==> config.mk <==
export PLATFORM = sky130hd
export DESIGN_NAME = sgp_port
export DESIGN_NICKNAME = d
export VERILOG_FILES = /design/src/hw/sgp_pkg.sv /design/src/hw/sgp_pin_cell.sv /design/src/hw/sgp_readback.sv /design/src/hw/sgp_port.sv
export SDC_FILE = /design/constraint.sdc
export NUM_CORES = 1
export LEC_CHECK = 0
export BUFFER_PORTS_ARGS = -buffer_cell sky130_fd_sc_hd__buf_2
export CORE_MARGIN = 4
export CORE_UTILIZATION = 47
export DETAILED_ROUTE_END_ITERATION = 10
export PLACE_DENSITY_LB_ADDON = 0.15
export SLEW_MARGIN = 0
export SYNTH_ARGS = -nofsm -noshare
export SYNTH_HDL_FRONTEND = slang
export SYNTH_SLANG_ARGS = --single-unit
==> constraint.sdc <==
create_clock -name pclk -period 2.25 [get_ports pclk]
set_clock_uncertainty 0.2 [all_clocks]
set_input_delay 0.225 -clock pclk [delete_from_list [all_inputs] [get_ports pclk]]
set_output_delay 0.225 -clock pclk [all_outputs]
set_load 0.1 [all_outputs]
==> src/hw/sgp_pkg.sv <==
// Constants and register map of the shared eight-pin port
// Operation
// - Direction 1 drives pin, 0 makes input
// - Output pin driven from data latch
// - Writes with pstrb[0] set update latch, driven only outputs
// - Output pins read back latch value
// - Input pins read pin; RMW reads latch
// - Peripheral output enable overrides latch drive
// - Peripheral driven pin reads pin level
// - Analog disable 0 analog, 1 digital input
// - Reset clears all direction bits
// - Reset clears analog input disable bits
// - Standby isolate: pins Hi-Z, input forced low
// - Enabled interrupt pins keep input during isolate
// - Isolate bit 0 keeps pin states
// - Pin level feeds interrupt circuit, except non-enabled pins during isolate
// - Normal read returns pin regardless peripheral input
// - Data and direction reset zero; RMW reads latch
package sgp_pkg;
    // *****************************************************
    // Register byte addresses
    // *****************************************************
    localparam logic [11:0] ADDR_PORT_OUTPUT_LATCH  = 12'h000;
    localparam logic [11:0] ADDR_PORT_DIRECTION     = 12'h004;
    localparam logic [11:0] ADDR_ANALOG_DISABLE_LOW = 12'h008;
    localparam logic [11:0] ADDR_PORT_CONTROL       = 12'h00c;
    localparam logic [11:0] ADDR_PIN_STATUS         = 12'h010;
    localparam logic [11:0] ADDR_LATCH_RMW_VIEW     = 12'h014;
    // *****************************************************
    // Reset values and field positions
    // *****************************************************
    localparam logic [7:0] RESET_PORT_OUTPUT_LATCH  = 8'h00;
    localparam logic [7:0] RESET_PORT_DIRECTION     = 8'h00;
    localparam logic [7:0] RESET_ANALOG_DISABLE     = 8'h00;
    localparam int         CTRL_RMW_READ_BIT        = 0;
    localparam int         CTRL_PIN_ISOLATE_BIT     = 1;
    localparam int         STAT_STANDBY_BIT         = 0;
    localparam int         STAT_ISOLATED_BIT        = 1;
endpackage : sgp_pkg

==> src/hw/sgp_pin_cell.sv <==
// One port pin: drive selection and isolated input path
`timescale 1ns/1ps
`default_nettype none
module sgp_pin_cell (
    input  wire logic latch_bit,
    input  wire logic dir_bit,
    input  wire logic periph_oe,
    input  wire logic periph_out,
    input  wire logic analog_dis,
    input  wire logic isolate,
    input  wire logic irq_enable,
    input  wire logic pin_in,
    output var  logic drive_val,
    output var  logic drive_en,
    output var  logic digital_in,
    output var  logic irq_in
);
    logic block_input;
    always_comb begin
        block_input = isolate && !irq_enable;
        drive_en    = !isolate && (periph_oe || dir_bit);
        drive_val   = periph_oe ? periph_out : latch_bit;
        digital_in  = (analog_dis && !block_input) ? pin_in : 1'b0;
        irq_in      = block_input ? 1'b0 : pin_in;
    end
endmodule : sgp_pin_cell
`default_nettype wire

==> src/hw/sgp_readback.sv <==
// Read data selection for the port data register
`timescale 1ns/1ps
`default_nettype none
module sgp_readback #(
    parameter int WIDTH = 8
) (
    input  wire logic [WIDTH-1:0] latch,
    input  wire logic [WIDTH-1:0] dir,
    input  wire logic [WIDTH-1:0] periph_oe,
    input  wire logic [WIDTH-1:0] pin_level,
    input  wire logic             rmw,
    output var  logic [WIDTH-1:0] data
);
    always_comb begin
        if (rmw) begin
            data = latch;
        end else begin
            data = (dir & ~periph_oe & latch) | (~(dir & ~periph_oe) & pin_level);
        end
    end
endmodule : sgp_readback
`default_nettype wire

==> src/hw/sgp_port.sv <==
// Shared eight-pin general-purpose port with APB registers
`timescale 1ns/1ps
`default_nettype none
module sgp_port #(
    parameter int WIDTH = 8
) (
    input  wire logic             pclk,
    input  wire logic             presetn,
    input  wire logic             psel,
    input  wire logic             penable,
    input  wire logic             pwrite,
    input  wire logic [11:0]      paddr,
    input  wire logic [31:0]      pwdata,
    input  wire logic [3:0]       pstrb,
    output logic      [31:0]      prdata,
    output logic                  pready,
    output logic                  pslverr,
    input  wire logic [WIDTH-1:0] pin_in,
    output logic      [WIDTH-1:0] pin_out,
    output logic      [WIDTH-1:0] pin_oe,
    input  wire logic [WIDTH-1:0] periph_oe,
    input  wire logic [WIDTH-1:0] periph_out,
    input  wire logic [WIDTH-1:0] irq_enable,
    input  wire logic             standby_enter,
    output logic      [WIDTH-1:0] digital_in,
    output logic      [WIDTH-1:0] irq_in,
    output logic      [WIDTH-1:0] analog_sel
);
    // *****************************************************
    // Registers
    // *****************************************************
    logic [WIDTH-1:0] port_output_latch;
    logic [WIDTH-1:0] port_direction;
    logic [WIDTH-1:0] analog_input_disable_low;
    logic             rmw_read;
    logic             standby_pin_isolate;
    logic             isolated;
    logic [WIDTH-1:0] next_pin_out;
    logic [WIDTH-1:0] next_pin_oe;
    logic [WIDTH-1:0] next_digital_in;
    logic [WIDTH-1:0] next_irq_in;
    logic [WIDTH-1:0] read_view;
    logic [31:0]      next_prdata;
    logic             setup;
    logic             wr_access;
    logic             mapped;

    localparam logic [11:0] ADDR_PORT_OUTPUT_LATCH_L = sgp_pkg::ADDR_PORT_OUTPUT_LATCH;
    localparam logic [11:0] ADDR_PORT_DIRECTION_L    = sgp_pkg::ADDR_PORT_DIRECTION;
    localparam logic [11:0] ADDR_ANALOG_DISABLE_L    = sgp_pkg::ADDR_ANALOG_DISABLE_LOW;
    localparam logic [11:0] ADDR_PORT_CONTROL_L      = sgp_pkg::ADDR_PORT_CONTROL;
    localparam logic [11:0] ADDR_PIN_STATUS_L        = sgp_pkg::ADDR_PIN_STATUS;
    localparam logic [11:0] ADDR_LATCH_RMW_VIEW_L    = sgp_pkg::ADDR_LATCH_RMW_VIEW;

    assign setup     = psel && !penable;
    assign wr_access = psel && penable && pwrite && pready && pstrb[0];

    always_comb begin
        unique case (paddr)
            ADDR_PORT_OUTPUT_LATCH_L, ADDR_PORT_DIRECTION_L, ADDR_ANALOG_DISABLE_L,
            ADDR_PORT_CONTROL_L, ADDR_PIN_STATUS_L, ADDR_LATCH_RMW_VIEW_L: mapped = 1'b1;
            default: mapped = 1'b0;
        endcase
    end

    // *****************************************************
    // APB handshake: no wait state, answer in first access cycle
    // *****************************************************
    always_ff @(posedge pclk or negedge presetn) begin
        if (!presetn) begin
            pready  <= 1'b0;
            pslverr <= 1'b0;
        end else begin
            pready  <= setup;
            pslverr <= setup && !mapped;
        end
    end

    always_ff @(posedge pclk or negedge presetn) begin
        if (!presetn) begin
            port_output_latch <= sgp_pkg::RESET_PORT_OUTPUT_LATCH;
        end else if (wr_access && paddr == ADDR_PORT_OUTPUT_LATCH_L) begin
            port_output_latch <= pwdata[WIDTH-1:0];
        end
    end

    always_ff @(posedge pclk or negedge presetn) begin
        if (!presetn) begin
            port_direction <= sgp_pkg::RESET_PORT_DIRECTION;
        end else if (wr_access && paddr == ADDR_PORT_DIRECTION_L) begin
            port_direction <= pwdata[WIDTH-1:0];
        end
    end

    always_ff @(posedge pclk or negedge presetn) begin
        if (!presetn) begin
            analog_input_disable_low <= sgp_pkg::RESET_ANALOG_DISABLE;
        end else if (wr_access && paddr == ADDR_ANALOG_DISABLE_L) begin
            analog_input_disable_low <= pwdata[WIDTH-1:0];
        end
    end

    always_ff @(posedge pclk or negedge presetn) begin
        if (!presetn) begin
            rmw_read            <= 1'b0;
            standby_pin_isolate <= 1'b0;
        end else if (wr_access && paddr == ADDR_PORT_CONTROL_L) begin
            rmw_read            <= pwdata[sgp_pkg::CTRL_RMW_READ_BIT];
            standby_pin_isolate <= pwdata[sgp_pkg::CTRL_PIN_ISOLATE_BIT];
        end
    end

    // *****************************************************
    // Standby isolation state
    // *****************************************************
    always_ff @(posedge pclk or negedge presetn) begin
        if (!presetn) begin
            isolated <= 1'b0;
        end else begin
            isolated <= standby_enter && standby_pin_isolate;
        end
    end

    // *****************************************************
    // Pin cells
    // *****************************************************
    for (genvar i = 0; i < WIDTH; i++) begin : g_pin
        sgp_pin_cell u_cell (
            .latch_bit  (port_output_latch[i]),
            .dir_bit    (port_direction[i]),
            .periph_oe  (periph_oe[i]),
            .periph_out (periph_out[i]),
            .analog_dis (analog_input_disable_low[i]),
            .isolate    (isolated),
            .irq_enable (irq_enable[i]),
            .pin_in     (pin_in[i]),
            .drive_val  (next_pin_out[i]),
            .drive_en   (next_pin_oe[i]),
            .digital_in (next_digital_in[i]),
            .irq_in     (next_irq_in[i])
        );
    end

    always_ff @(posedge pclk or negedge presetn) begin
        if (!presetn) begin
            pin_out    <= '0;
            pin_oe     <= '0;
            digital_in <= '0;
            irq_in     <= '0;
            analog_sel <= '0;
        end else begin
            pin_out    <= next_pin_out;
            pin_oe     <= next_pin_oe;
            digital_in <= next_digital_in;
            irq_in     <= next_irq_in;
            analog_sel <= ~analog_input_disable_low & ~port_direction;
        end
    end

    // *****************************************************
    // Read path
    // *****************************************************
    sgp_readback #(.WIDTH(WIDTH)) u_readback (
        .latch     (port_output_latch),
        .dir       (port_direction),
        .periph_oe (periph_oe),
        .pin_level (pin_in),
        .rmw       (rmw_read || paddr == ADDR_LATCH_RMW_VIEW_L),
        .data      (read_view)
    );

    always_comb begin
        next_prdata = 32'h0000_0000;
        unique case (paddr)
            ADDR_PORT_OUTPUT_LATCH_L, ADDR_LATCH_RMW_VIEW_L: next_prdata[WIDTH-1:0] = read_view;
            ADDR_PORT_DIRECTION_L: next_prdata[WIDTH-1:0] = port_direction;
            ADDR_ANALOG_DISABLE_L: next_prdata[WIDTH-1:0] = analog_input_disable_low;
            ADDR_PORT_CONTROL_L: begin
                next_prdata[sgp_pkg::CTRL_RMW_READ_BIT]    = rmw_read;
                next_prdata[sgp_pkg::CTRL_PIN_ISOLATE_BIT] = standby_pin_isolate;
            end
            ADDR_PIN_STATUS_L: begin
                next_prdata[sgp_pkg::STAT_STANDBY_BIT]  = standby_enter;
                next_prdata[sgp_pkg::STAT_ISOLATED_BIT] = isolated;
            end
            default: next_prdata = 32'h0000_0000;
        endcase
    end

    always_ff @(posedge pclk or negedge presetn) begin
        if (!presetn) begin
            prdata <= 32'h0000_0000;
        end else if (setup && !pwrite) begin
            prdata <= next_prdata;
        end
    end
endmodule : sgp_port
`default_nettype wire

After elaboration in Yosys (flattened, before gate mapping)
Cells that the tools add are included.
{"block": "op_classes", "addsub": 0, "mul": 0, "n_div": 0, "order_cmp": 0, "eq_ne": 5, "shifts": 0, "mux": 28, "bitwise": 9, "n_reduce_logical": 68}
{"operator": "$logic_and A1 B1 Y1", "count": 36}
{"operator": "$and A8 B8 Y8", "count": 4}
{"operator": "$not A8 Y8", "count": 4}
{"operator": "$mux W1", "count": 25}
{"operator": "$eq A12 B4 Y1 const B", "count": 2}
{"operator": "$eq A12 B5 Y1 const B", "count": 2}
{"operator": "$logic_not A1 Y1", "count": 20}
{"operator": "$pmux W6 S3", "count": 1}
{"operator": "$eq A12 B3 Y1 const B", "count": 1}
{"operator": "$logic_not A12 Y1", "count": 1}
{"operator": "$pmux W2 S5", "count": 1}
{"operator": "$logic_or A1 B1 Y1", "count": 9}
{"operator": "$mux W8", "count": 1}
{"operator": "$or A8 B8 Y8", "count": 1}
{"operator": "$reduce_or A6 Y1", "count": 1}
{"operator": "$reduce_or A2 Y1", "count": 1}
{"block": "word_totals", "reg_bits": 77, "latchBits": 0, "ram_bits": 0, "rom_bits": 0, "inputBits": 86, "out_inout_bits": 74, "elab_cells": 124, "n_memories": 0}

Depth between registers and ports, before layout
Gate-level depths: netlist of the first run.
{"block": "depth", "word_depth": 7, "ltp_mapped": 6, "ltp_nobuf": 5}

Cells and area by module
Synthesis of the first run repeated with hierarchy kept, for this count alone.
{"block": "unflattened", "hier_cells": 282, "area_unflattened_um2": 3494.6}
{"module": "sgp_port", "instances": 1, "cells_per_inst": 209, "area_per_inst_um2": 2932.8, "seq_area_each_um2": 1926.8}
{"module": "sgp_pin_cell", "instances": 8, "cells_per_inst": 6, "area_per_inst_um2": 41.3, "seq_area_each_um2": 0.0}
{"module": "sgp_readback", "instances": 1, "cells_per_inst": 25, "area_per_inst_um2": 231.5, "seq_area_each_um2": 0.0}

Least setup slack after synthesis of the first run
OpenSTA, ideal clock, no wires.
{"block": "synth_path", "path_kind": "reg2reg", "start": "reg pready", "end": "reg analog_input_disable_low[0]", "setup_time_ns": 0.125, "arrival_time_ns": 2.390, "required_ns": 1.925, "slack_ns": -0.465, "path_stages_with_launch": 4, "n_path_buf": 0, "period_less_slack_ns": 2.715, "path_cell_list": "dfrtp_1 -> nand3_1 -> nor4_2 -> mux2_2"}
{"block": "synth_via", "elab_chain_len": 3}
{"item": "start, declared", "line_no": "sgp_port.sv:16", "source": "output logic pready,"}
{"item": "start signal, assigned", "line_no": "sgp_port.sv:74", "source": "pready <= setup;"}
{"item": "$logic_and A1 B1 Y1 (2 in series)", "line_no": "sgp_port.sv:56", "source": "assign wr_access = psel && penable && pwrite && pready && pstrb[0];"}
{"item": "$logic_and A1 B1 Y1", "line_no": "sgp_port.sv:98", "source": "end else if (wr_access && paddr == ADDR_ANALOG_DISABLE_L) begin"}
{"item": "end signal, assigned", "line_no": "sgp_port.sv:97", "source": "analog_input_disable_low <= sgp_pkg::RESET_ANALOG_DISABLE;"}
{"item": "end signal, assigned", "line_no": "sgp_port.sv:99", "source": "analog_input_disable_low <= pwdata[WIDTH-1:0];"}
{"item": "end, declared", "line_no": "sgp_port.sv:34", "source": "logic [WIDTH-1:0] analog_input_disable_low;"}
Every way passes these cells.
A chain may end at the register's enable or synchronous reset.

Worst setup path in the final report of the first run
{"block": "layout_path", "start": "in penable", "end": "reg port_output_latch[2]"}
{"block": "layout_via", "elab_chain_len": 5}
{"item": "start, declared", "line_no": "sgp_port.sv:10", "source": "input wire logic penable,"}
{"item": "$logic_and A1 B1 Y1 (4 in series)", "line_no": "sgp_port.sv:56"}
{"item": "$logic_and A1 B1 Y1", "line_no": "sgp_port.sv:82", "source": "end else if (wr_access && paddr == ADDR_PORT_OUTPUT_LATCH_L) begin"}
{"item": "end signal, assigned", "line_no": "sgp_port.sv:81", "source": "port_output_latch <= sgp_pkg::RESET_PORT_OUTPUT_LATCH;"}
{"item": "end signal, assigned", "line_no": "sgp_port.sv:83", "source": "port_output_latch <= pwdata[WIDTH-1:0];"}
{"item": "end, declared", "line_no": "sgp_port.sv:32", "source": "logic [WIDTH-1:0] port_output_latch;"}
Every way passes these cells.

==> load_flow_metrics.sql, run 1 <==
INSERT INTO impl_metrics (metric_group, metric, value, unit) VALUES
('global_routing', 'wire_length_of_the_first_global_routing_pass', '14120', 'um'),
('global_routing', 'grtUsageTotal', '21.06', '%'),
('detailed_routing', 'dr.first_iter.drc_count', '77', ''),
('power', 'report.power.total', '3.189', 'mW'),
('yosys', 'asyncSetResetFlopFracSynth', '100.0', '%'),
('clock_tree', 'clockBufferDepth', '2', ''),
('yosys', 'postSynthRegisterBits', '77', ''),
('finish', 'drive_above_1_share', '37.75', '%'),
('timing', 'worst_slew_margin_rel', '48.97', '%'),
('yosys', 'yosys.cell_types.count', '36', ''),
('die', 'die_height', '94.26', 'um'),
('timing', 'setup_viol_count_final', '0', ''),
('worst_setup_path', 'arrival', '2180', 'ps'),
('yosys', 'yosysSeqAreaShare', '55.10', '%'),
('worst_setup_path', 'cp_num_cells', '7', ''),
('worst_setup_path', 'worstSetupEndpointType', 'flop', ''),
('die', 'start_util', '48.21', '%'),
('yosys', 'synthesized_cell_area', '3497', 'um^2'),
('worst_setup_path', 'r2r-end', 'port_output_latch[2]$_DFFE_PN0P_', ''),
('yosys', 'synth_warnings', '0', ''),
('worst_setup_path', 'maximum_cell_stage_delay_along_the_critical_path', '520', 'ps'),
('yosys', 'post_synth_edffs', '0', ''),
('detailed_routing', 'wirelength', '8910', 'um'),
('worst_setup_path', 'largest_driver_fanout_on_the_critical_path', '6', ''),
('finish', 'area_growth', '41.40', '%'),
('worst_setup_path', 'regToRegSetupSlack', '400', 'ps'),
('worst_setup_path', 'crit_path_start', 'penable', ''),
('timing', 'post-route-period-util', '95.48', '%'),
('worst_setup_path', 'worst-path-buf-inv', '3', ''),
('status', 'status', 'finished, final reports clean', ''),
('worst_setup_path', 'worstRegToRegCells', '4', ''),
('clock_tree', 'cts.reportedPaths.clkPinSlew', '80', 'ps'),
('finish', 'fillCellCount', '600', ''),
('timing', 'setup_total_negative_slack', '0', 'ps'),
('hold_path', 'worstHoldPathType', 'in2reg', ''),
('global_routing', 'grt_antenna_before_repair', '0', ''),
('global_routing', 'grt_start_max_net_pins', '62', ''),
('finish', 'design.final.nets', '579', ''),
('worst_setup_path', 'crit-reg2reg-launch', 'pready$_DFF_PN0_', ''),
('power', 'irDropWorstVdd', '298.6', 'uV'),
('die', 'std_cell_rows', '31', ''),
('clock_tree', 'postCtsSetupRepairBufs', '0', ''),
('clock_tree', 'cts-htree-levels', '3', ''),
('clock_tree', 'cts_root_cell', 'clkbuf_8', ''),
('yosys', 'synth.avg_cell_area', '11.28', 'um^2'),
('place', 'dp_hpwl', '6149', 'um'),
('finish', 'multi_input_comb_area', '1373', 'um^2'),
('clock_tree', 'clk-insertion-delay-late', '350', 'ps'),
('clock_tree', 'clock_sinks', '77', ''),
('clock_tree', 'cts_tree', 'built', ''),
('finish', 'seq_area', '1928', 'um^2'),
('global_routing', 'grt_pass1_vias', '2925', ''),
('worst_setup_path', 'path_cells', 'dlygate4sd3_1 > buf_2 > and3_1 > nand3_1 > nor4_4 > buf_4 > mux2_2', ''),
('die', 'fp.dieArea', '8885', 'um^2'),
('clock_tree', 'cts_hold_buf', '52', ''),
('timing', 'worst_pin_slew', '765.4', 'ps'),
('run', 'max_cap_viol_count', '0', ''),
('detailed_routing', 'drcViolationCount', '0', ''),
('detailed_routing', 'detail-route-antenna-nets', '0', ''),
('detailed_routing', 'vias_per_cell', '4.851', ''),
('die', 'die_w', '94.26', 'um'),
('worst_setup_path', 'timing.critical_path.from_type', 'primary input', ''),
('finish', 'diodes', '0', ''),
('die', 'design.portCount', '160', ''),
('die', 'core', '7253', 'um^2'),
('place', 'place.port_buffers', '108', ''),
('detailed_routing', 'via_count', '2896', ''),
('yosys', 'synthFlopType', 'dfrtp_1', ''),
('timing', 'final_period_minus_worst_setup_slack', '2148', 'ps'),
('worst_setup_path', 'critical_path.slowest_cell', 'dlygate4sd3_1', ''),
('detailed_routing', 'drtPass1Iterations', '4', '');
## layout make-up
cell class / instances / area share, %
clock buffers: 10 / 2.783
clock inverters: 6 / 1.746
inverters: 24 / 1.822
multi-input cells: 202 / 27.76
flip-flops and latches: 77 / 38.99
well taps: 99 / 2.505
repair buffers: 179 / 24.39
## tightest hold or removal path: stages
cell and delay (ps):
buf_2 100, inv_1 60, a21oi_1 50, and2_1 140
## cell usage after synthesis, types with 2 or more instances
| master | count | area [um^2] |
|---|---|---|
| buf_4 | 24 | 180.2 |
| nor4_4 | 2 | 42.54 |
| a21oi_1 | 18 | 90.09 |
| clkbuf_1 | 6 | 22.52 |
| nand2_1 | 12 | 45.04 |
| a31oi_1 | 8 | 50.05 |
| a22o_1 | 2 | 17.52 |
| nor2_1 | 25 | 93.84 |
| nor3_1 | 6 | 30.03 |
| dfrtp_1 | 77 | 1927 |
| nor2b_1 | 3 | 18.77 |
| inv_1 | 24 | 90.09 |
| mux2_2 | 36 | 405.4 |
| a211oi_1 | 8 | 60.06 |
| and2_1 | 10 | 62.56 |
| a21boi_0 | 14 | 105.1 |
| o21ai_0 | 8 | 40.04 |
| a22oi_1 | 8 | 60.06 |
| nand3_1 | 2 | 10.01 |
## kinds of logic (layout without fill, tap and decap cells)
| family | after synthesis | in the layout | synth area share [%] |
|---|---|---|---|
| multiplexers | 36 | 36 | 11.59 |
| AND/OR/NAND/NOR | 73 | 73 | 11.88 |
| flip-flops | 77 | 77 | 55.10 |
| other | 1 | 24 | 0.1072 |
| AO/OA/AOI/OAI | 69 | 69 | 12.95 |
| buffers and inverters | 54 | 219 | 8.372 |
## report_power, final
group | switching (mW) | internal, mW | leakage, nW
clock | 0.511 | 0.653 | 0.112
sequential | 0.00571 | 1.41 | 0.985
combinational | 0.471 | 0.143 | 1.39
total | 0.987 | 2.20 | 2.49
## flip-flops by register name, summed over array words and instances, names as in the netlist
signal and count:
standby_pin_isolate 1, pready 1, isolated 1, pslverr 1, irq_in 8, prdata 8
rmw_read 1, analog_sel 8, port_output_latch 8, pin_out 8, analog_input_disable_low 8, pin_oe 8
port_direction 8, digital_in 8
## metal layers
| metal | share of wire, % | track usage (%) | vias to the layer above |
|---|---|---|---|
| met4 | 1.7 | 7.100 | 0 |
| li1 | - | - | 1396 |
| met3 | 7.8 | 5.128 | 11 |
| met2 | 48 | 34.57 | 112 |
| met5 | 0 | 0 | - |
| met1 | 42 | 27.27 | 1377 |
## cell usage in the layout, fill, tap and decap left out, drive strengths merged, types with 3 or more instances in the layout
cell type / Yosys / routed
a22oi: 8 / 8
nor2: 25 / 25
nor4: 4 / 4
mux2: 36 / 36
a21oi: 18 / 18
a21boi: 14 / 14
clkinv: 0 / 3
a211oi: 8 / 8
and2: 10 / 10
conb: 1 / 24
buf: 24 / 127
a31oi: 8 / 8
nand2: 12 / 12
inv: 24 / 24
nor2b: 3 / 3
o21ai: 8 / 8
dfrtp: 77 / 77
nor3: 6 / 6
clkbuf: 6 / 10
dlygate4sd3: 0 / 52
## how the worst min path moves through the flow
stage,start,to,slack (ps),depth (start not counted)
5_1_grt,pin_in[5],digital_in[5]$_DFF_PN0_,70,4
4_1_cts,pin_in[6],digital_in[6]$_DFF_PN0_,40,4
3_3_place_gp,presetn,pin_oe[6]$_DFF_PN0_,150,1
2_1_floorplan,presetn,analog_input_disable_low[0]$_DFFE_PN0P_,-270,0
3_5_place_dp,presetn,analog_sel[6]$_DFF_PN0_,150,1
6_report,pin_in[1],digital_in[1]$_DFF_PN0_,60,4
## stage by stage
stage          hold WS (ps)  instance area (um^2)  utilization [%]  setup slack [ps]  std cells
3_5_place_dp          152.9                  4200            57.91             33.72        529
5_1_grt               65.13                  4945            68.17             20.43        597
2_1_floorplan        -270.6                  3593                -             39.44        333
4_1_cts               38.81                  4945            68.17             116.0        597
3_3_place_gp          147.3                  4200            57.91             49.52        529
6_report              59.40                  4945            68.17             101.8        597
No activity file was read; power rests on OpenSTA's default activity.
==> run 2: changes to the inputs <==
--- a/config.mk
+++ b/config.mk
@@ -9,7 +9,7 @@
 export CORE_MARGIN = 4
 export CORE_UTILIZATION = 47
 export DETAILED_ROUTE_END_ITERATION = 10
-export PLACE_DENSITY_LB_ADDON = 0.15
+export PLACE_DENSITY = 0.81
 export SLEW_MARGIN = 0
 export SYNTH_ARGS = -nofsm -noshare
 export SYNTH_HDL_FRONTEND = slang
==> run 2 against run 1 <==
  * Cell area increased by 1.3%
  * Flip-flop and latch count unchanged
  * Largest power group unchanged
  * Worst hold slack got worse by 5.8 ps
  * Die area unchanged
  * Sequential power about the same
  * Count of clock-buffer cells in the layout increased by 1
  * Utilization increased by 0.86 points
  * Routed wire length increased by 5.6%
==> load_flow_metrics.sql, run 2 (synthesis results as in run 1) <==
INSERT INTO impl_metrics (metric_group, metric, value, unit) VALUES
('power', 'pwr-share-seq', '42.7', '%'),
('finish', 'layout.cells.most_common', 'buf_2', ''),
('clock_tree', 'cts_root_cell', 'clkbuf_8', ''),
('detailed_routing', 'avgRoutedWirePerCell', '15.71', 'um'),
('hold_path', 'holdPathStages', '4', ''),
('die', 'start_util', '48.21', '%'),
('hold_path', 'worstHoldPathType', 'in2reg', ''),
('clock_tree', 'clk-insertion-delay-late', '350', 'ps'),
('die', 'std_cell_rows', '31', ''),
('finish', 'seq_area', '1928', 'um^2'),
('clock_tree', 'clockBufferDepth', '2', ''),
('power', 'power.share.combinational', '18.6', '%'),
('power', 'total_switching_power', '0.9874', 'mW'),
('die', 'design.portCount', '160', ''),
('detailed_routing', 'drtPass1Iterations', '5', ''),
('worst_setup_path', 'critical_path.slowest_cell', 'dlygate4sd3_1', ''),
('worst_setup_path', 'timing.critical_path.from_type', 'primary input', ''),
('worst_setup_path', 'worstSetupEndpointType', 'flop', ''),
('worst_setup_path', 'maximum_cell_stage_delay_along_the_critical_path', '530', 'ps'),
('timing', 'setup_viol_count_final', '0', ''),
('status', 'status', 'finished, final reports clean', ''),
('finish', 'final-instance-count-excl-fill', '599', ''),
('finish', 'area_growth', '43.18', '%'),
('worst_setup_path', 'worst-path-buf-inv', '3', ''),
('timing', 'rsz0062_at_grt', 'false', ''),
('worst_setup_path', 'cp_top_family', 'buffers and inverters', ''),
('worst_setup_path', 'cp_num_cells', '7', ''),
('worst_setup_path', 'largest_driver_fanout_on_the_critical_path', '4', ''),
('worst_setup_path', 'path_cells', 'dlygate4sd3_1 > buf_2 > and3_1 > nand3_2 > nor4_4 > buf_4 > mux2_2', ''),
('timing', 'post-route-period-util', '92.33', '%'),
('power', 'irDropWorstVdd', '424.8', 'uV'),
('timing', 'postLayoutSetupSlackWorst', '172.6', 'ps'),
('timing', 'final_period_minus_worst_setup_slack', '2077', 'ps'),
('worst_setup_path', 'arrival', '2110', 'ps'),
('run', 'max_cap_viol_count', '0', ''),
('place', 'place.port_buffers', '108', ''),
('timing', 'worst_slew_margin_rel', '63.09', '%'),
('clock_tree', 'clock_sinks', '77', ''),
('detailed_routing', 'vias_per_cell', '4.993', ''),
('global_routing', 'wire_length_of_the_first_global_routing_pass', '14520', 'um'),
('timing', 'achievable-frequency', '481.4', 'MHz'),
('die', 'fp.dieArea', '8885', 'um^2'),
('clock_tree', 'cts.reportedPaths.clkPinSlew', '80', 'ps'),
('detailed_routing', 'detail-route-antenna-nets', '0', ''),
('finish', 'design.final.nets', '581', ''),
('worst_setup_path', 'worstRegToRegCells', '3', ''),
('global_routing', 'grtUsageTotal', '21.76', '%'),
('detailed_routing', 'wirelength', '9409', 'um'),
('finish', 'fillCellCount', '546', ''),
('place', 'post-place-ws', '-52.67', 'ps'),
('finish', 'diodes', '0', ''),
('detailed_routing', 'dr.first_iter.drc_count', '129', ''),
('place', 'dp_hpwl', '6533', 'um'),
('place', 'replace_congestion', '0.9645', ''),
('worst_setup_path', 'critical_path_class', 'in2reg', ''),
('timing', 'final-max-slew-violation-count', '0', ''),
('finish', 'multi_input_comb_area', '1384', 'um^2'),
('clock_tree', 'cts-htree-levels', '3', ''),
('power', 'leakage', '2.509', 'nW'),
('power', 'power_per_cell_area', '660.9', 'nW/um^2'),
('finish', 'most_frequent_cells_in_the_layout', 'buf_2 (107), dfrtp_1 (76), dlygate4sd3_1 (52)', ''),
('detailed_routing', 'via_count', '2991', ''),
('finish', 'drive_above_1_share', '38.20', '%'),
('clock_tree', 'cts_tree', 'built', ''),
('die', 'core', '7253', 'um^2'),
('clock_tree', 'postCtsSetupRepairBufs', '0', ''),
('worst_setup_path', 'critical_path_required', '2290', 'ps'),
('timing', 'setup_total_negative_slack', '0', 'ps'),
('timing', 'timing.final.hold_violations', '0', ''),
('clock_tree', 'cts-buffers-inserted', '9', ''),
('die', 'die_height', '94.26', 'um'),
('global_routing', 'grt_antenna_before_repair', '0', ''),
('power', 'p_clk_share', '38.7', '%'),
('global_routing', 'grt_overflow', '0', ''),
('global_routing', 'grt_start_max_net_pins', '45', ''),
('power', 'switching_share', '29.84', '%'),
('die', 'die_w', '94.26', 'um'),
('global_routing', 'grt_pass1_vias', '2991', ''),
('timing', 'worst_pin_slew', '546.0', 'ps'),
('power', 'power_report.internal_total', '2.322', 'mW'),
('place', 'dpl.cell_count', '531', ''),
('detailed_routing', 'drcViolationCount', '0', '');
## run 2: power by group through the flow
stage          registers (mW)  clock network [mW]  logic (mW)
6_report                 1.41                1.28       0.617
5_1_grt                  1.41                1.38       0.647
4_1_cts                  1.41                1.30       0.613
3_5_place_dp             1.44                   0       0.544
3_3_place_gp             1.44                   0       0.540
2_1_floorplan            1.62                   0       0.261
## run 2: cell type report
| cell class | instances | area share, % |
|---|---|---|
| multi-input combinational | 202 | 27.64 |
| tap | 99 | 2.474 |
| timing repair buffer | 181 | 24.64 |
| clock buffer | 11 | 2.824 |
| inverter | 24 | 1.799 |
| clock inverter | 5 | 2.124 |
| sequential | 77 | 38.51 |
## run 2: worst paths after layout
check / start / endpoint / slack (ps)
setup / recovery: penable / port_output_latch[2]$_DFFE_PN0P_ / 170
hold / removal: pin_in[7] / digital_in[7]$_DFF_PN0_ / 50
setup reg to reg: isolated$_DFF_PN0_ / irq_in[2]$_DFF_PN0_ / 420
hold reg to reg: analog_input_disable_low[7]$_DFFE_PN0P_ / analog_sel[7]$_DFF_PN0_ / 280
max in group asynchronous: presetn / prdata[2]$_DFFE_PN0P_ / 1100
min in group asynchronous: presetn / port_direction[3]$_DFFE_PN0P_ / 170
## run 2: per-layer routing
| metal | track usage [%] | vias to the layer above | part of all wire, % |
|---|---|---|---|
| met5 | 0 | - | 0 |
| met4 | 6.859 | 0 | 1.7 |
| met3 | 6.250 | 14 | 6.8 |
| met2 | 36.35 | 112 | 50 |
| met1 | 27.20 | 1461 | 41 |
| li1 | - | 1404 | - |
## run 2: timing repair
item / CTS / global route
resized for setup: 0 / 1
hold buffers: 52 / 0
setup endpoints to repair: 0 / 7
hold endpoints to repair: 86 / 0
## run 2: worst reg2reg max path, delay by kind of cell (launching register included)
family	cells	cell delay [ps]
DFF	1	590
AOI/OAI and AO/OA	1	100
buffers and inverters	2	840
## run 2: per-stage QoR
stage | power (mW) | hold WS, ps | utilization, % | cell area (um^2)
after floorplan | 1.881 | -270.6 | - | 3593
after global placement | 1.978 | -6.581 | 58.38 | 4234
after detailed placement | 1.983 | -1.626 | 58.38 | 4234
after CTS | 3.327 | 37.09 | 68.97 | 5002
after global routing | 3.443 | 52.22 | 69.04 | 5007
final | 3.309 | 53.59 | 69.04 | 5007
